==> config.mk <==
export PLATFORM = sky130hd
export DESIGN_NAME = slcd_parser
export DESIGN_NICKNAME = d
export VERILOG_FILES = /design/src/hdl/slcd_parser.v
export VERILOG_INCLUDE_DIRS = /design/src /design/src/pkg
export SDC_FILE = /design/constraint.sdc
export NUM_CORES = 1
export LEC_CHECK = 0
export BUFFER_PORTS_ARGS = -buffer_cell sky130_fd_sc_hd__buf_2
export CAP_MARGIN = 20
export CORE_MARGIN = 4
export CORE_UTILIZATION = 63
export CTS_CLUSTER_DIAMETER = 30
export DETAILED_ROUTE_END_ITERATION = 10
export PLACE_DENSITY = 0.84
export SYNTH_ARGS = -nofsm -noshare
export SYNTH_HDL_FRONTEND = slang
export SYNTH_SLANG_ARGS = --single-unit
==> constraint.sdc <==
create_clock -name clk_sys -period 9.2 [get_ports clk_sys]
set_input_delay 1.38 -clock clk_sys [delete_from_list [all_inputs] [get_ports clk_sys]]
set_output_delay 1.38 -clock clk_sys [all_outputs]
set_load 0.02 [all_outputs]
==> src/pkg/slcd_consts.vh <==
`ifndef SLCD_CONSTS_VH
`define SLCD_CONSTS_VH
// framing bytes
`define SLCD_ESC        8'h1B
`define SLCD_LBRACK     8'h5B
`define SLCD_SEMI       8'h3B
`define SLCD_DIG0       8'h30
`define SLCD_DIG9       8'h39
// command characters, matched case-sensitively
`define SLCD_CMD_POS    8'h48
`define SLCD_CMD_SAVE   8'h73
`define SLCD_CMD_REST   8'h75
`define SLCD_CMD_CLR    8'h6A
`define SLCD_CMD_ELINE  8'h4B
`define SLCD_CMD_EFLD   8'h4E
`define SLCD_CMD_SCRL   8'h40
`define SLCD_CMD_SCRR   8'h41
`define SLCD_CMD_RST    8'h2A
`define SLCD_CMD_DISP   8'h65
`define SLCD_CMD_WRAP   8'h68
`define SLCD_CMD_CURS   8'h63
`define SLCD_CMD_ADDR   8'h61
`define SLCD_CMD_BAUD   8'h62
`define SLCD_CMD_PROG   8'h70
`define SLCD_CMD_TSAVE  8'h74
`define SLCD_CMD_TLOAD  8'h6C
`define SLCD_CMD_GLYPH  8'h64
`define SLCD_CMD_MSAVE  8'h6D
`define SLCD_CMD_WEN    8'h57
`define SLCD_CMD_CSAVE  8'h6E
`define SLCD_CMD_DSAVE  8'h6F
// opcode of a plain character write
`define SLCD_OP_CHAR    8'h00
// geometry and ranges
`define SLCD_ROW_MAX    1'h1
`define SLCD_COL_MAX    6'h27
`define SLCD_WRAP_NARROW 6'h10
`define SLCD_WRAP_WIDE  6'h28
`define SLCD_GLYPH_MAX  8'h07
`define SLCD_GLYPH_NPAR 4'h8
`define SLCD_TBL_RAM    8'h03
`define SLCD_TBL_NVMAX  8'h02
`define SLCD_SEL_MAX2   8'h02
`define SLCD_SEL_MAX3   8'h03
`define SLCD_ROW_MASK   8'h3F
// strap codes after polarity fix
`define SLCD_STRAP_B2400 3'h0
`define SLCD_STRAP_B4800 3'h1
`define SLCD_STRAP_B9600 3'h2
`define SLCD_STRAP_BNV   3'h3
`define SLCD_STRAP_I2C   3'h4
`define SLCD_STRAP_I2CNV 3'h5
`define SLCD_STRAP_SPI   3'h6
`define SLCD_STRAP_NV    3'h7
`define SLCD_BAUD_2400  16'h0960
`define SLCD_BAUD_4800  16'h12C0
`define SLCD_BAUD_9600  16'h2580
`define SLCD_I2C_ADDR   7'h48
`endif

==> src/hdl/slcd_parser.v <==
// How it works
// strap polarity flips with board revision input
// strap code selects link, baud, address
// plain bytes written as characters at cursor
// ESC, bracket, semicolon params, command char
// command characters compared case-sensitively
// H positions cursor; s saves; u restores
// j clears display, homes cursor
// K erases end, start or whole line
// N erases count characters from cursor
// @ scrolls left, A scrolls right
// e sets display and backlight together
// h selects wrap at 16 or 40
// c hides, shows or blinks cursor
// b stores baud, a stores address
// m, n, o store link, cursor, display modes
// four glyph tables; p, t, l handle them
// stores refused unless write-enable armed
// write-enable covers only the next command
// d takes eight rows then slot 0-7
// row values use low six bits only
// byte equal to slot draws that glyph
// unknown or out-of-range sequences are dropped
`timescale 1ns/1ps
`include "slcd_consts.vh"
module slcd_parser #(
    parameter NPAR = 9
) (
    input  wire        clk_sys,
    input  wire        rst_n,
    input  wire [2:0]  modeStrapPins,
    input  wire        boardRevLate,
    input  wire        spiSclk,
    input  wire        spiMosi,
    input  wire        spiSelN,
    input  wire        rxValid,
    input  wire [7:0]  rxData,
    output reg  [2:0]  strapCode_r,
    output reg         linkSpi_r,
    output reg         linkI2c_r,
    output reg         linkUart_r,
    output reg         linkFromNv_r,
    output reg  [15:0] baudRate_r,
    output reg  [6:0]  i2cAddr_r,
    output reg         opValid_r,
    output reg  [7:0]  opCode_r,
    output reg  [7:0]  opArg0_r,
    output reg  [7:0]  opArg1_r,
    output reg  [47:0] glyphRows_r,
    output reg         cursorRow_r,
    output reg  [5:0]  cursorCol_r,
    output reg         dispOn_r,
    output reg         backlightOn_r,
    output reg         wrapWide_r,
    output reg  [1:0]  cursorMode_r,
    output reg         nvWe_r,
    output reg  [7:0]  nvSel_r,
    output reg  [7:0]  nvData_r,
    output reg         wrArmed_r
);
    localparam ST_IDLE = 3'b001;
    localparam ST_BRK  = 3'b010;
    localparam ST_PAR  = 3'b100;

    // two-flop synchronisers; link clock is sampled, not used as a clock
    reg [2:0] strapS1_r, strapS2_r;
    reg       revS1_r, revS2_r;
    reg [2:0] spiS1_r, spiS2_r;
    reg       sclkOld_r;
    reg [7:0] spiShift_r;
    reg [2:0] spiCnt_r;
    reg       spiDone_r;
    reg [7:0] spiByte_r;

    always @(posedge clk_sys or negedge rst_n) begin
        if (!rst_n) begin
            strapS1_r <= 3'h0;
            strapS2_r <= 3'h0;
            revS1_r   <= 1'b0;
            revS2_r   <= 1'b0;
            spiS1_r   <= 3'h4;
            spiS2_r   <= 3'h4;
            sclkOld_r <= 1'b0;
            spiShift_r <= 8'h00;
            spiCnt_r  <= 3'h0;
            spiDone_r <= 1'b0;
            spiByte_r <= 8'h00;
        end else begin
            strapS1_r <= modeStrapPins;
            strapS2_r <= strapS1_r;
            revS1_r   <= boardRevLate;
            revS2_r   <= revS1_r;
            spiS1_r   <= {spiSelN, spiSclk, spiMosi};
            spiS2_r   <= spiS1_r;
            sclkOld_r <= spiS2_r[1];
            spiDone_r <= 1'b0;
            if (spiS2_r[2]) begin
                spiCnt_r <= 3'h0;
            end else if (spiS2_r[1] && !sclkOld_r) begin
                spiShift_r <= {spiShift_r[6:0], spiS2_r[0]};
                spiCnt_r   <= spiCnt_r + 3'h1;
                if (spiCnt_r == 3'h7) begin
                    spiDone_r <= 1'b1;
                    spiByte_r <= {spiShift_r[6:0], spiS2_r[0]};
                end
            end
        end
    end

    // later boards read an absent strap as 1, so invert to one code space
    wire [2:0] strapNorm = revS2_r ? ~strapS2_r : strapS2_r;

    always @(posedge clk_sys or negedge rst_n) begin
        if (!rst_n) begin
            strapCode_r  <= 3'h0;
            linkSpi_r    <= 1'b0;
            linkI2c_r    <= 1'b0;
            linkUart_r   <= 1'b0;
            linkFromNv_r <= 1'b0;
            baudRate_r   <= 16'h0000;
            i2cAddr_r    <= 7'h00;
        end else begin
            strapCode_r  <= strapNorm;
            linkSpi_r    <= (strapNorm == `SLCD_STRAP_SPI);
            linkI2c_r    <= (strapNorm == `SLCD_STRAP_I2C) || (strapNorm == `SLCD_STRAP_I2CNV);
            linkUart_r   <= (strapNorm <= `SLCD_STRAP_BNV);
            linkFromNv_r <= (strapNorm == `SLCD_STRAP_BNV) || (strapNorm == `SLCD_STRAP_I2CNV)
                            || (strapNorm == `SLCD_STRAP_NV);
            baudRate_r   <= (strapNorm == `SLCD_STRAP_B2400) ? `SLCD_BAUD_2400 :
                            (strapNorm == `SLCD_STRAP_B4800) ? `SLCD_BAUD_4800 :
                            (strapNorm == `SLCD_STRAP_B9600) ? `SLCD_BAUD_9600 : 16'h0000;
            i2cAddr_r    <= (strapNorm == `SLCD_STRAP_I2C) ? `SLCD_I2C_ADDR : 7'h00;
        end
    end

    // non-spi links deliver bytes from an outside receiver on this clock
    wire       byteValid = linkSpi_r ? spiDone_r : rxValid;
    wire [7:0] byteIn    = linkSpi_r ? spiByte_r : rxData;
    wire       isDigit   = (byteIn >= `SLCD_DIG0) && (byteIn <= `SLCD_DIG9);
    wire [7:0] digitVal  = byteIn - `SLCD_DIG0;

    reg [2:0]  state_r;
    reg [7:0]  par_r [0:NPAR-1];
    reg [3:0]  pIdx_r;
    reg        pOvf_r;
    reg        savedRow_r;
    reg [5:0]  savedCol_r;
    integer    i;

    wire [7:0] p0 = par_r[0];
    wire [7:0] p1 = par_r[1];
    wire [5:0] wrapW = wrapWide_r ? `SLCD_WRAP_WIDE : `SLCD_WRAP_NARROW;
    // wide enough for 255*10+9, so an overflow can never wrap out of sight
    wire [11:0] accNxt = {4'h0, par_r[pIdx_r]} * 12'd10 + {4'h0, digitVal};
    wire       isNvCmd = (byteIn == `SLCD_CMD_ADDR) || (byteIn == `SLCD_CMD_BAUD)
                       || (byteIn == `SLCD_CMD_TSAVE) || (byteIn == `SLCD_CMD_MSAVE)
                       || (byteIn == `SLCD_CMD_CSAVE) || (byteIn == `SLCD_CMD_DSAVE);

    always @(posedge clk_sys or negedge rst_n) begin
        if (!rst_n) begin
            state_r <= ST_IDLE;
            for (i = 0; i < NPAR; i = i + 1)
                par_r[i] <= 8'h00;
            pIdx_r <= 4'h0;
            pOvf_r <= 1'b0;
            savedRow_r <= 1'b0;
            savedCol_r <= 6'h00;
            opValid_r <= 1'b0;
            opCode_r <= 8'h00;
            opArg0_r <= 8'h00;
            opArg1_r <= 8'h00;
            glyphRows_r <= 48'h0000_0000_0000;
            cursorRow_r <= 1'b0;
            cursorCol_r <= 6'h00;
            dispOn_r <= 1'b1;
            backlightOn_r <= 1'b1;
            wrapWide_r <= 1'b0;
            cursorMode_r <= 2'h0;
            nvWe_r <= 1'b0;
            nvSel_r <= 8'h00;
            nvData_r <= 8'h00;
            wrArmed_r <= 1'b0;
        end else begin
            opValid_r <= 1'b0;
            nvWe_r <= 1'b0;
            if (byteValid) begin
                case (state_r)
                ST_IDLE: begin
                    if (byteIn == `SLCD_ESC) begin
                        state_r <= ST_BRK;
                    end else begin
                        // codes 0..7 are glyph slots, drawn like any character
                        opValid_r <= 1'b1;
                        opCode_r  <= `SLCD_OP_CHAR;
                        opArg0_r  <= byteIn;
                        opArg1_r  <= {2'b00, cursorCol_r};
                        wrArmed_r <= 1'b0;
                        if (cursorCol_r + 6'h01 >= wrapW) begin
                            cursorCol_r <= 6'h00;
                            cursorRow_r <= ~cursorRow_r;
                        end else begin
                            cursorCol_r <= cursorCol_r + 6'h01;
                        end
                    end
                end
                ST_BRK: begin
                    for (i = 0; i < NPAR; i = i + 1)
                        par_r[i] <= 8'h00;
                    pIdx_r <= 4'h0;
                    pOvf_r <= 1'b0;
                    state_r <= (byteIn == `SLCD_LBRACK) ? ST_PAR : ST_IDLE;
                end
                ST_PAR: begin
                    if (isDigit) begin
                        if (accNxt > 12'd255)
                            pOvf_r <= 1'b1;
                        par_r[pIdx_r] <= accNxt[7:0];
                    end else if (byteIn == `SLCD_SEMI) begin
                        if (pIdx_r == NPAR - 1)
                            pOvf_r <= 1'b1;
                        else
                            pIdx_r <= pIdx_r + 4'h1;
                    end else begin
                        state_r <= ST_IDLE;
                        wrArmed_r <= (byteIn == `SLCD_CMD_WEN) && !pOvf_r;
                        opCode_r <= byteIn;
                        opArg0_r <= p0;
                        opArg1_r <= p1;
                        if (!pOvf_r) begin
                            // exact byte compare keeps upper and lower case apart
                            case (byteIn)
                            `SLCD_CMD_POS: if (p0 <= `SLCD_ROW_MAX && p1 <= `SLCD_COL_MAX) begin
                                cursorRow_r <= p0[0];
                                cursorCol_r <= p1[5:0];
                            end
                            `SLCD_CMD_SAVE: begin
                                savedRow_r <= cursorRow_r;
                                savedCol_r <= cursorCol_r;
                            end
                            `SLCD_CMD_REST: begin
                                cursorRow_r <= savedRow_r;
                                cursorCol_r <= savedCol_r;
                            end
                            `SLCD_CMD_CLR: begin
                                opValid_r <= 1'b1;
                                cursorRow_r <= 1'b0;
                                cursorCol_r <= 6'h00;
                            end
                            `SLCD_CMD_ELINE: if (p0 <= `SLCD_SEL_MAX2) begin
                                opValid_r <= 1'b1;
                                opArg1_r <= {2'b00, cursorCol_r};
                            end
                            `SLCD_CMD_EFLD: begin
                                opValid_r <= 1'b1;
                                opArg1_r <= {2'b00, cursorCol_r};
                            end
                            `SLCD_CMD_SCRL, `SLCD_CMD_SCRR: opValid_r <= 1'b1;
                            `SLCD_CMD_RST: begin
                                opValid_r <= 1'b1;
                                cursorRow_r <= 1'b0;
                                cursorCol_r <= 6'h00;
                                savedRow_r <= 1'b0;
                                savedCol_r <= 6'h00;
                                dispOn_r <= 1'b1;
                                backlightOn_r <= 1'b1;
                                wrapWide_r <= 1'b0;
                                cursorMode_r <= 2'h0;
                                wrArmed_r <= 1'b0;
                            end
                            `SLCD_CMD_DISP: if (p0 <= `SLCD_SEL_MAX3) begin
                                dispOn_r <= p0[0];
                                backlightOn_r <= p0[1];
                            end
                            `SLCD_CMD_WRAP: if (p0 <= 8'h01)
                                wrapWide_r <= p0[0];
                            `SLCD_CMD_CURS: if (p0 <= `SLCD_SEL_MAX2)
                                cursorMode_r <= p0[1:0];
                            `SLCD_CMD_PROG: if (p0 <= `SLCD_TBL_RAM)
                                opValid_r <= 1'b1;
                            `SLCD_CMD_TLOAD: if (p0 <= `SLCD_TBL_NVMAX)
                                opValid_r <= 1'b1;
                            `SLCD_CMD_GLYPH: if (pIdx_r == `SLCD_GLYPH_NPAR
                                                 && par_r[8] <= `SLCD_GLYPH_MAX) begin
                                opValid_r <= 1'b1;
                                opArg0_r <= par_r[8];
                                glyphRows_r <= {par_r[0][5:0], par_r[1][5:0],
                                                par_r[2][5:0], par_r[3][5:0],
                                                par_r[4][5:0], par_r[5][5:0],
                                                par_r[6][5:0], par_r[7][5:0]};
                            end
                            default: ;
                            endcase
                            // stores happen only right after a write-enable
                            if (isNvCmd && wrArmed_r && !(byteIn == `SLCD_CMD_TSAVE
                                                         && p0 > `SLCD_TBL_NVMAX)) begin
                                nvWe_r <= 1'b1;
                                nvSel_r <= byteIn;
                                nvData_r <= p0;
                            end
                        end
                    end
                end
                default: state_r <= ST_IDLE;
                endcase
            end
        end
    end
endmodule

# Word level (Yosys, flattened, before mapping)

Index checks and enable logic that the tools add are counted.

Logic and storage cells: 274
Input port bits: 18
Bits in read-only memories: 0
Latch bits: 0
Memory bits (writable): 0
Memories kept: 0
Register bits: 252

Equal/unequal tests: 54
Bitwise operators: 7
Order comparisons: 13
Multiplexer cells: 101
Shift operators: 0
Multiply operators: 1
Reduce and logical (&&, ||, !) cells: 46
$add $sub $neg: 5
Div/mod/pow operators: 0

Operator list:

| operator             | count |
|---|---|
| $eq A8 B7 Y1 const B | 22 |
| $mux W8              | 18 |
| $pmux W72 S2         | 1 |
| $bwmux W72           | 1 |
| $mux W72             | 1 |
| $pmux W8 S2          | 4 |
| $mux W14             | 3 |
| $mux W6              | 7 |
| $mux W1              | 36 |
| $bmux W8 S4          | 1 |
| $demux W8 S4         | 1 |
| $reduce_and A7 Y1    | 4 |
| $ne A2 B2 Y1 const B | 12 |
| $pmux W6 S2          | 2 |
| $mux W3              | 7 |
| $eq A3 B3 Y1 const B | 6 |
| $pmux W6 S3          | 1 |
| $eq A8 B6 Y1 const B | 2 |
| $le A8 B2 Y1 const B | 2 |
| $le A8 B6 Y1 const B | 2 |
| $pmux W1 S2          | 8 |
| $reduce_and A5 Y1    | 3 |
| $reduce_bool A2 Y1   | 7 |
| $add A12 B8 Y12      | 1 |
| other kinds (43)     | 75 |

# Depth between registers and ports, before layout

Gate-level depths: netlist (run 1).

Word-level depth: 15
Gate-level depth with buffers: 16
Depth with buffers taken out: 15

# Worst setup path after synthesis (run 1)

Ideal clock, no wire load.

Path kind: flip-flop to flip-flop
Start: register pIdx_r[0]
End: register par_r (netlist bit p0[7])
Arrival time: 4001 ps
Setup slack: 5059 ps
Buffers on the path: 2
Cell stages (with the launch flop): 16
Setup time: 140 ps
Path through: dfrtp_1 clkbuf_1 clkbuf_1 mux4_2 a21oi_1 o22ai_1 ha_1 ha_1 inv_1 fa_1 inv_1 ha_1 a21o_1 a21oi_1 xor2_1 o2bb2ai_1

Longest elaborated chain between the ends: 9

Ends and longest elaborated chain:

| item                                        | RTL line                             | RTL |
|---|---|---|
| start, declared                             | slcd_parser.v:144                    | `reg [3:0] pIdx_r;` |
| start signal, assigned                      | slcd_parser.v:222                    | `pIdx_r <= pIdx_r + 4'h1;` |
| $not A4 Y5 (not written as such) (*)        | slcd_parser.v:154, slcd_parser.v:217 |  |
| $bmux W8 S4                                 | slcd_parser.v:154                    | `wire [11:0] accNxt = {4'h0, par_r[pIdx_r]} * 12'd10 + {4'h0, digitVal};` |
| $mux W8 (not written as such) (2 in series) | slcd_parser.v:154                    |  |
| $mul A8 B3 Y11                              | slcd_parser.v:154                    |  |
| $add A12 B8 Y12                             | slcd_parser.v:154                    |  |
| $bwmux W72 (*)                              | slcd_parser.v:217                    | `par_r[pIdx_r] <= accNxt[7:0];` |
| $mux W72 (*)                                | slcd_parser.v:214                    | `if (isDigit) begin` |
| $pmux W72 S2 (*)                            | slcd_parser.v:187                    | `case (state_r)` |
| end signal, assigned by index               | slcd_parser.v:217                    |  |
| end, declared                               | slcd_parser.v:143                    | `reg [7:0] par_r [0:NPAR-1];` |

Every way passes the cells marked *; elsewhere a longest branch is shown, timed or not. The select of a mux whose other input is x is not followed.
A chain may end at the register's enable or synchronous reset.

# Worst setup path in the final report (run 1)

Start: register pIdx_r[0]
End: register par_r[23] (netlist bit)

The elaborated chain is that of the path after synthesis.

==> metrics.md, run 1 <==
| Metric | Value |
|---|---|
| Hold_sp | strapS1_r[2] |
| Sequential fraction of the synthesis area | 0.5159 |
| I/O pin count | 151 |
| Clk slew on worst S/H paths | 0.06 ns |
| Fraction of layout cells with a size suffix above 1 | 0.2806 |
| Maximum vdd drop | 0.2212 mV |
| Initial antenna violation count | 0 |
| Worst EP arrival | 5.21 ns |
| RSZ-0062 raised after global routing | false |
| Total length of routed wires | 30,720 um |
| Critical R2R Launch | pIdx_r[0] |
| Final ANT Viol Nets | 0 |
| Main synth FF type | dfrtp_1 |
| Crit path max fanout | 16 |
| Area leader, netlist | dfrtp_1 |
| Number of max-cap violations | 0 |
| Yosys warns | 0 |
| Clk sinks | 238 |
| Pre-CTS setup slack | 4.604 ns |
| Min-Delay Path Depth | 0 |
| Worst R2R End | par_r[23] |
| Synth top area share | 0.5045 |
| FILL cells | 1,160 |
| Area Growth Syn to Fin | 19.10% |
| Largest net degree at the start of global routing | 91 |
| Setup Fix Bufs, Post-CTS | 0 |
| Pwr dens | 236.7 nW/um^2 |
| Synth Cell Area | 11,560 um^2 |
| Hold Crit Class | reg -> reg |
| Worst r2r path cells | 13 |
| Hold Path Sink | strapS2_r[2] |
| Highest clock rate | 206.2 MHz |
| Pins Over Slew Limit | 0 |
| Async S/R FF share, synth | 1.000 |
| CTS-repair resized insts | 0 |
| TNS Setup | 0 ns |
| Routed via count | 8,940 |
| Htree depth | 2 |
| Clock Latency Late Sink | 0.53 ns |
| Total CTS buffers | 42 |
| Number of synthesized flops with an enable pin | 0 |
| Startpoint Class | register |
| CTS tree | yes |
| Seq cells post-synth | 238 |
| Final Wtd Congestion | 0.9618 |
| Worst Path Required | 9.56 ns |
| Vias/cell | 6.511 |
| Grt peak-use layer | met2 |
| Routed len/inst | 22.38 um |
| P_leak | 6.693 nW |
| Die ar. | 20,570 um^2 |
| Mapped Avg Cell Area | 11.90 um^2 |
| Worst Setup End Kind | register |
| Final setup vio count | 0 |
| Ranking of synthesized cells by area | dfrtp_1, mux2_2, o2bb2ai_1, ha_1, mux2i_1 |
| Reg2Reg Setup Slack | 4.35 ns |
| 1st-iter DRT viols | 960 |
| Longest Clk Path Bufs | 3 |
| Syn Inst Count | 971 |
| Met3 Usage GRT | 0.06522 |
| Distinct cells, synth | 79 |
| Min Hold Slack | 0.3479 ns |
| M2 GR Usage | 0.4723 |
| Fin crit share | 0.5271 |
| Slew headroom | 0.2597 |
| GR Layer Usage met1 | 0.4381 |
| Final hold violation count | 0 |
| Antenna cells | 0 |
| Hold buffer count at cts | 0 |
| Vias in the first global route | 9,008 |
| GR Overflow Total | 0 |
| Clock skew | 0.01783 ns |
| Rows | 49 |
| Worst-Margin Slew | 1.107 ns |
| Setup ws final | 4.351 ns |
| First-pass GRT wire length | 49,780 um |
| CTS Root Cell | clkbuf_16 |
| DP HPWL | 20,220 um |
| IO Port Bufs | 138 |
| Outcome | finished, final reports clean |
| Die H | 143.4 um |
| Die Width | 143.4 um |
| Core ar. | 18,020 um^2 |
| Nets | 1,164 |
| First-pass detailed-route iteration total | 6 |
| DRC Markers | 0 |
| WS Path Type | reg -> reg |
| Starting Density | 0.6411 |
| Final min period | 4.849 ns |
| Total routing usage reported by global routing | 0.3064 |
==> stage by stage <==
stage / power, mW / area (um^2) / utilization / instances
finish: 3.258 / 13760 / 0.7636 / 1373
global route: 3.389 / 13760 / 0.7636 / 1373
CTS: 3.268 / 13760 / 0.7636 / 1373
detailed placement: 1.688 / 12300 / 0.6822 / 1295
global placement: 1.669 / 12290 / 0.6816 / 1294
floorplan: 1.521 / 11600 / - / 982
==> power breakdown <==
part / switching, mW / internal, mW / total, mW
sequential: 0.0678 / 1.12 / 1.19
combinational: 0.336 / 0.164 / 0.500
clock: 0.559 / 1.01 / 1.57
==> sequential cells by signal (all words and copies together) (netlist names), 6 cells and up <==
| register | flops |
|---|---|
| opCode_r | 8 |
| p1 | 8 |
| savedCol_r | 6 |
| cursorCol_r | 6 |
| par_r | 56 |
| glyphRows_r | 48 |
| nvSel_r | 8 |
| spiByte_r | 8 |
| baudRate_r | 6 |
| nvData_r | 8 |
| p0 | 8 |
| opArg1_r | 8 |
| spiShift_r | 7 |
| opArg0_r | 8 |
==> critical path: stages, from the launching register on <==
cell	delay [ns]
dfrtp_1	0.80
mux4_2	0.60
a21oi_1	0.28
o22ai_1	0.19
ha_1	0.34
ha_1	0.16
inv_1	0.06
fa_1	0.48
inv_1	0.05
ha_1	0.32
a21o_1	0.19
a21oi_1	0.19
xor2_1	0.83
o2bb2ai_1	0.19
==> synth_stat cells (all sizes together) (17+ instances only) <==
cell       n
nand2     79
buf       40
clkbuf    25
a32o      17
nor3      18
dfrtp    233
o2bb2ai   59
mux2      83
nor2      48
inv       20
o21ai     50
a21oi     35
ha        34
mux2i     39
==> cells in the final DEF, fill, tap and decap left out, drive strengths merged, types with 11 or more instances in the layout <==
| cell | count |
|---|---|
| a21oi | 35 |
| a32o | 17 |
| buf | 149 |
| clkbuf | 49 |
| conb | 12 |
| dfrtp | 233 |
| ha | 34 |
| inv | 31 |
| mux2 | 83 |
| mux2i | 39 |
| nand2 | 79 |
| nor2 | 48 |
| nor2b | 11 |
| nor3 | 18 |
| nor3b | 11 |
| o21ai | 50 |
| o22ai | 11 |
| o2bb2ai | 59 |
| o31ai | 11 |
==> worst max-delay path by stage <==
stage | startpoint | end | slack [ns] | cells after the start
floorplan | pIdx_r[0] | p0[7] | 5.06 | 15
global placement | pIdx_r[0] | p0[7] | 4.70 | 13
detailed placement | pIdx_r[0] | p0[7] | 4.60 | 13
CTS | pIdx_r[0] | par_r[23] | 4.44 | 13
global route | pIdx_r[0] | par_r[38] | 4.04 | 13
finish | pIdx_r[0] | par_r[23] | 4.35 | 13
==> kinds of logic (layout without fill, tap and decap cells) <==
group	after synthesis	in the layout	share of synthesized area
AOI/OAI and AO/OA	249	249	0.1619
DFF	238	238	0.5159
and+or+nand+nor	216	216	0.09831
muxes	129	129	0.1309
buffers and inverters	85	247	0.03952
adders and majority gates	36	36	0.04028
xor gates and xnor gates	17	17	0.01288
other	1	12	0.0003245
==> per-layer routing <==
layer	routed length, um	share of wire
met5	0	0
met4	996	0.032
met3	3064	0.10
met2	14150	0.46
met1	12520	0.41
==> area by class of cell <==
type	count	area, um^2	share of cell area
flip-flops and latches	238	5962	0.4332
well taps	229	286.5	0.02082
clock buffers	49	1161	0.08436
clock inverters	29	305.3	0.02218
multi-input cells	659	5186	0.3768
inverters	20	75.07	0.005455
repair buffers	149	787.0	0.05718
(Power assumes the default switching activity.)
==> inputs of run 2 (changes only) <==
--- a/config.mk
+++ b/config.mk
@@ -6,13 +6,14 @@
 export SDC_FILE = /design/constraint.sdc
 export NUM_CORES = 1
 export LEC_CHECK = 0
+export ABC_AREA = 1
 export BUFFER_PORTS_ARGS = -buffer_cell sky130_fd_sc_hd__buf_2
 export CAP_MARGIN = 20
 export CORE_MARGIN = 4
-export CORE_UTILIZATION = 63
+export CORE_UTILIZATION = 53
 export CTS_CLUSTER_DIAMETER = 30
 export DETAILED_ROUTE_END_ITERATION = 10
-export PLACE_DENSITY = 0.84
+export PLACE_DENSITY = 0.75
 export SYNTH_ARGS = -nofsm -noshare
 export SYNTH_HDL_FRONTEND = slang
 export SYNTH_SLANG_ARGS = --single-unit
==> constraint.sdc (replaced) <==
create_clock -name clk_sys -period 4.3 [get_ports clk_sys]
set_input_delay 0.645 -clock clk_sys [delete_from_list [all_inputs] [get_ports clk_sys]]
set_output_delay 0.645 -clock clk_sys [all_outputs]
set_load 0.02 [all_outputs]
==> metrics.md, run 2 <==
| Metric | Value |
|---|---|
| Outcome | finished, final reports clean |
| Total CTS buffers | 48 (+14%) |
| Most common cell after layout, fill and taps aside | nand2_1 |
| FF/Latch Area | 5962 um^2 (unchanged) |
| Sequential share of power | 0.328 (-0.037) |
| Area of the multi-input gates | 4882 um^2 (-5.9%) |
| First-pass detailed-route iteration total | 5 (-1) |
| Maximum vdd drop | 0.4900 mV (+120%) |
| Total length of routed wires | 32,250 um (+5.0%) |
| FILL cells | 1,760 (+52%) |
| Highest clock rate | 248.1 MHz (+20%) |
| CTS tree | yes |
| Pwr dens | 528.7 nW/um^2 (+120%) |
| Seq cells post-synth | 238 (unchanged) |
| Area leader, netlist | dfrtp_1 |
| I/O pin count | 151 (unchanged) |
| Clk slew on worst S/H paths | 0.05 ns (about the same) |
| Hold buffer count at cts | 0 (unchanged) |
| Ranking of synthesized cells by area | dfrtp_1, nand2_1, inv_1, o21ai_1, o21ai_0 |
| Die H | 157.3 um (+9.7%) |
| Sequential fraction of the synthesis area | 0.5047 (-0.01120) |
| Die Width | 157.3 um (+9.7%) |
| Startpoint Class | register |
| Clock Latency Late Sink | 0.55 ns (+0.02 ns) |
| Largest register FFs | 56 (unchanged) |
| Synth Cell Area | 11,810 um^2 (+2.2%) |
| Min Hold Slack | 0.1347 ns (-0.2132 ns) |
| Largest net degree at the start of global routing | 100 (+9.9%) |
| Starting Density | 0.5396 (-0.1015) |
| Number of synthesized flops with an enable pin | 0 (unchanged) |
| DRC Markers | 0 (unchanged) |
| 1st-iter DRT viols | 855 (-11%) |
| Final min period | 4.030 ns (-0.8194 ns) |
| Total routing usage reported by global routing | 0.2608 (-0.04553) |
| Syn Inst Count | 1,342 (+38%) |
| Commonest cells in the netlist | nand2_1, dfrtp_1, inv_1 |
| Clock skew | 0.02611 ns (+0.008280 ns) |
| Async S/R FF share, synth | 1.000 (unchanged) |
| Slew headroom | 0.3283 (+0.06857) |
| Switch share | 0.3045 (+0.008977) |
| Commonest cells after routing, fill and taps aside | nand2_1, dfrtp_1, inv_1, buf_2, o21ai_1 |
| Core ar. | 21,890 um^2 (+21%) |
| Final ANT Viol Nets | 0 (unchanged) |
| Power Total | 7.680 mW (+140%) |
| Post-route cell area | 14,530 um^2 (+5.5%) |
| P_leak | 7.230 nW (+8.0%) |
| Synth top area share | 0.4936 (-0.01096) |
| Clk sinks | 238 (unchanged) |
| Combinational Power Share | 0.173 (+0.020) |
| Yosys warns | 0 (unchanged) |
| Placed inst area | 12,760 um^2 (+3.8%) |
| Switching power total | 2.338 mW (+140%) |
| IO Port Bufs | 138 (unchanged) |
| Most frequent cell after synthesis | nand2_1 |
| GR Overflow Total | 0 (unchanged) |
| Clock Power Share | 0.498 (+0.016) |
| TNS Setup | 0 ns (unchanged) |
| Vias in the first global route | 9,822 (+9.0%) |
| Pint | 5.341 mW (+130%) |
| Worst-Margin Slew | 1.004 ns (-0.1028 ns) |
| Number of max-cap violations | 0 (unchanged) |
| First-pass GRT wire length | 51,410 um (+3.3%) |
| Routed via count | 10.03k (+12%) |
| Final Wtd Congestion | 0.9526 (-0.96%) |
| Most flops, register | par_r |
| Routed len/inst | 17.59 um (-21%) |
| WS Path Type | reg -> reg |
| Crit path max fanout | 11 (-5) |
| Fraction of layout cells with a size suffix above 1 | 0.2112 (-0.06939) |
| DP HPWL | 22,510 um (+11%) |
| Mapped Avg Cell Area | 8.802 um^2 (-26%) |
| CTS Root Cell | clkbuf_16 |
| Main synth FF type | dfrtp_1 |
| Final setup vio count | 0 (unchanged) |
| Die ar. | 24,740 um^2 (+20%) |
| Nets | 1,567 (+35%) |
| Pins Over Slew Limit | 0 (unchanged) |
| Distinct cells, synth | 55 (-30%) |
| Final hold violation count | 0 (unchanged) |
| Rows | 54 (+10%) |
| Htree depth | 2 (unchanged) |
| Antenna cells | 0 (unchanged) |
| Area Growth Syn to Fin | 22.97% |
| Biggest regs | par_r x56, glyphRows_r x48 |
| Fin crit share | 0.9372 (+0.4101) |
| Vias/cell | 5.474 (-16%) |
| Worst Path Required | 4.74 ns (-4.82 ns) |
| Longest Clk Path Bufs | 3 (unchanged) |
| Hold Crit Class | in -> async |
| Worst EP arrival | 4.47 ns (-0.74 ns) |
| Worst Setup End Kind | register |
| Initial antenna violation count | 0 (unchanged) |
-- run 2: cell count changes after synthesis, sizes merged, moves of 55 or more --
| cell | before | now |
|---|---|---|
| o2bb2ai | 59 | 0 |
| inv | 20 | 174 |
| mux2 | 83 | 21 |
| o21ai | 50 | 198 |
| nand3 | 6 | 61 |
| nand2 | 79 | 302 |
-- run 2: power groups by stage --
stage / combinational [mW] / clock [mW] / sequential (mW)
global route: 1.47 / 3.99 / 2.53
floorplan: 0.752 / 0 / 2.65
finish: 1.33 / 3.83 / 2.52
CTS: 1.32 / 3.86 / 2.52
global placement: 1.29 / 0 / 2.55
detailed placement: 1.31 / 0 / 2.55
-- run 2: kinds of logic (layout without fill, tap and decap cells) --
family	after synthesis	count (layout)	share of synthesized area
xor gates and xnor gates	16	16	0.01186
other	1	12	0.0003175
buffers and inverters	235	435	0.08791
adders and majority gates	36	36	0.03940
DFF	238	238	0.5047
muxes	21	21	0.02320
and+or+nand+nor	485	485	0.1833
AOI/OAI and AO/OA	310	310	0.1492
-- run 2: critical path, cell delays in order (launching register included) --
cell and delay, ns:
dfrtp_1 0.42, inv_1 0.13, nor2_2 0.08, buf_4 0.19, a221oi_1 0.28, o31ai_1 0.12, buf_4 0.16, ha_1 0.28
ha_1 0.19, inv_1 0.06, fa_1 0.42, xnor2_1 0.16, ha_1 0.36, nand2_1 0.09, nor2_1 0.09, nand2_1 0.05
nand3_1 0.10, nand4_1 0.14, nand2_1 0.11, nand2_1 0.06, nor2_1 0.09, nor2_1 0.05, nand3_1 0.11, nand2_1 0.07
nand2_1 0.08, nand2_1 0.05
-- run 2: per-stage QoR --
stage                     utilization  setup WS, ns  instances
after global routing           0.6636      -0.04485       1833
after detailed placement       0.5831        0.2442       1740
after global placement         0.5831        0.4164       1740
final                          0.6636        0.2700       1833
after floorplan                     -        0.2265       1353
after CTS                      0.6614        0.2172       1830
-- run 2: layout make-up --
class                      instances  area share
sequential                       238      0.4104
clock buffer                      58     0.09018
tap                              280     0.02412
inverter                         177     0.04599
timing repair buffer             168     0.06546
clock inverter                    32     0.02773
multi-input combinational        880      0.3361
-- run 2: repair_timing --
item / CTS / global route
setup buffers: 0 / 3
endpoints found under the setup margin: 0 / 1
resized for setup: 0 / 9
-- run 2: metal layers --
metal | wire length [um] | GRT usage | part of all wire | vias up
met5 | 0 | 0 | 0 | -
met4 | 998 | 0.08726 | 0.031 | 0
met3 | 2765 | 0.05334 | 0.086 | 80
met2 | 14840 | 0.4122 | 0.46 | 409
met1 | 13640 | 0.3632 | 0.42 | 4795
li1 | - | - | - | 4750
-- run 2: worst paths after layout --
kind	startpoint	to	slack, ns	depth (start not counted)
min	rst_n	baudRate_r[10]	0.13	1
max	pIdx_r[2]	pOvf_r	0.27	25
max reg2reg	pIdx_r[2]	pOvf_r	0.27	25
min in group clk_sys	modeStrapPins[1]	strapS1_r[1]	0.20	1
max in group asynchronous	rst_n	opArg0_r[4]	3.20	2
min reg2reg	strapS1_r[1]	strapS2_r[1]	0.35	0
==> inputs of run 3 (changes only) <==
--- a/config.mk
+++ b/config.mk
@@ -14,6 +14,7 @@
 export CTS_CLUSTER_DIAMETER = 30
 export DETAILED_ROUTE_END_ITERATION = 10
 export PLACE_DENSITY = 0.75
+export RECOVER_POWER = 50
 export SYNTH_ARGS = -nofsm -noshare
 export SYNTH_HDL_FRONTEND = slang
 export SYNTH_SLANG_ARGS = --single-unit
==> metrics.md, run 3 (synthesized netlist as in run 2, its figures left out) <==
| Metric | Value |
|---|---|
| Total CTS buffers | 48 (unchanged) |
| Vias/cell | 5.493 (+0.35%) |
| Highest clock rate | 247.8 MHz (-0.12%) |
| Final setup vio count | 0 (unchanged) |
| P_leak | 7.125 nW (-1.4%) |
| Crit path max fanout | 11 (unchanged) |
| Fraction of layout cells with a size suffix above 1 | 0.1912 (-0.01996) |
| Total length of routed wires | 32,300 um (+0.17%) |
| WS Path Type | reg -> reg |
| Clk slew on worst S/H paths | 0.05 ns (about the same) |
| CTS Root Cell | clkbuf_16 |
| Largest net degree at the start of global routing | 100 (unchanged) |
| Reg2Reg Setup Slack | 0.27 ns (about the same) |
| DP HPWL | 22,510 um (unchanged) |
| Clock skew | 0.02606 ns (-0.00005340 ns) |
| Commonest cells after routing, fill and taps aside | nand2_1, dfrtp_1, inv_1, buf_2, o21ai_1 |
| Rows | 54 (unchanged) |
| Nets | 1,567 (unchanged) |
| Min Hold Slack | 0.2015 ns (+0.06676 ns) |
| GR Overflow Total | 0 (unchanged) |
| Fin crit share | 0.9383 (+0.001113) |
| Pins Over Slew Limit | 99 (+99) |
| CTS tree | yes |
| Biggest regs | par_r x56, glyphRows_r x48 |
| Startpoint Class | register |
| Final Wtd Congestion | 0.9526 (unchanged) |
| Most common cell after layout, fill and taps aside | nand2_1 |
| TNS Setup | 0 ns (unchanged) |
| Final min period | 4.035 ns (+0.004784 ns) |
| Die H | 157.3 um (unchanged) |
| Die Width | 157.3 um (unchanged) |
| Maximum vdd drop | 0.4915 mV (+0.31%) |
| Vias in the first global route | 9,822 (unchanged) |
| Power Total | 7.673 mW (about the same) |
| First-pass detailed-route iteration total | 5 (unchanged) |
| Core ar. | 21,890 um^2 (unchanged) |
| Antenna cells | 0 (unchanged) |
| Final hold violation count | 0 (unchanged) |
| Largest register FFs | 56 (unchanged) |
| Slew headroom | -0.6868 (-1.015) |
| Hold Crit Class | in -> reg |
| Htree depth | 2 (unchanged) |
| Longest Clk Path Bufs | 3 (unchanged) |
| Starting Density | 0.5396 (unchanged) |
| Routed via count | 10.07k (+0.35%) |
| IO Port Bufs | 138 (unchanged) |
| Die ar. | 24,740 um^2 (unchanged) |
| Final ANT Viol Nets | 0 (unchanged) |
| First-pass GRT wire length | 51,410 um (unchanged) |
| Clock Latency Late Sink | 0.55 ns (about the same) |
| Worst Path Required | 4.74 ns (about the same) |
| Total routing usage reported by global routing | 0.2608 (unchanged) |
| Hold buffer count at cts | 0 (unchanged) |
| I/O pin count | 151 (unchanged) |
| DRC Markers | 0 (unchanged) |
| 1st-iter DRT viols | 836 (-2.2%) |
| Number of max-cap violations | 1 (+1) |
| Pwr dens | 530.2 nW/um^2 (+0.28%) |
| Most flops, register | par_r |
| Failing checks | capacitance limit, slew limit |
| Worst-Margin Slew | 2.530 ns (+1.526 ns) |
| Worst Setup End Kind | register |
| Worst EP arrival | 4.47 ns (about the same) |
| Clk sinks | 238 (unchanged) |
| Fin util | 0.6611 (-0.002457) |
| Area Growth Syn to Fin | 22.52% |
| Initial antenna violation count | 0 (unchanged) |
| Routed len/inst | 17.62 um (+0.17%) |
| Outcome | finished with violations |
[run 3: cell types whose count changed in the layout (fill, tap and decap cells not counted), sizes merged]
cell	before	now
clkbuf	58	92
buf	168	134
[run 3: critical path, stage by stage, from the launching register on]
cell	delay, ns
dfrtp_1	0.42
inv_1	0.12
nor2_2	0.08
buf_4	0.19
a221oi_1	0.29
o31ai_1	0.13
buf_4	0.16
ha_1	0.29
ha_1	0.19
inv_1	0.06
fa_1	0.42
xnor2_1	0.16
ha_1	0.35
nand2_1	0.09
nor2_1	0.09
nand2_1	0.05
nand3_1	0.10
nand4_1	0.14
nand2_1	0.11
nand2_1	0.06
nor2_1	0.09
nor2_1	0.05
nand3_1	0.11
nand2_1	0.07
nand2_1	0.08
nand2_1	0.05
[run 3: final cells by class]
class / instances / area (um^2)
inverters: 177 / 668.1
well taps: 280 / 350.3
fillers: 1783 / 7418
repair buffers: 168 / 897.1
flip-flops and latches: 238 / 5962
clock inverters: 32 / 402.9
clock buffers: 58 / 1310
multi-input cells: 880 / 4882
[run 3: where the power goes]
| part | internal (mW) | switching [mW] |
|---|---|---|
| Combinational | 0.379 | 0.945 |
| Clock | 2.56 | 1.27 |
| Sequential | 2.40 | 0.126 |
[run 3: path summary, 6_finish.rpt]
| check | from | to | cells after the start |
|---|---|---|---|
| min reg2reg | strapS1_r[1] | strapS2_r[1] | 0 |
| max | pIdx_r[2] | pOvf_r | 25 |
| min in group asynchronous | rst_n | strapS1_r[1] | 1 |
| max reg2reg | pIdx_r[2] | pOvf_r | 25 |
| max in group asynchronous | rst_n | p0[3] | 2 |
| min | modeStrapPins[1] | strapS1_r[1] | 1 |
[run 3: stage by stage]
step / instances / worst slack [ns] / instance area [um^2]
detailed placement: 1740 / 0.2442 / 12760
global route: 1833 / -0.04485 / 14470
finish: 1833 / 0.2652 / 14470
floorplan: 1353 / 0.2265 / 11850
global placement: 1740 / 0.4164 / 12760
CTS: 1830 / 0.2172 / 14480
[run 3: repair_timing]
item	CTS	global route
gates resized for setup	0	9
setup buffers	0	3
endpoints found under the setup margin	0	1
[run 3: metal layers]
metal  up-vias  share of wire  track usage
met5         -              0            0
met2       413           0.46       0.4122
met3        74          0.085      0.05334
met4         0          0.030      0.08726
met1      4830           0.42       0.3632
li1       4752              -            -
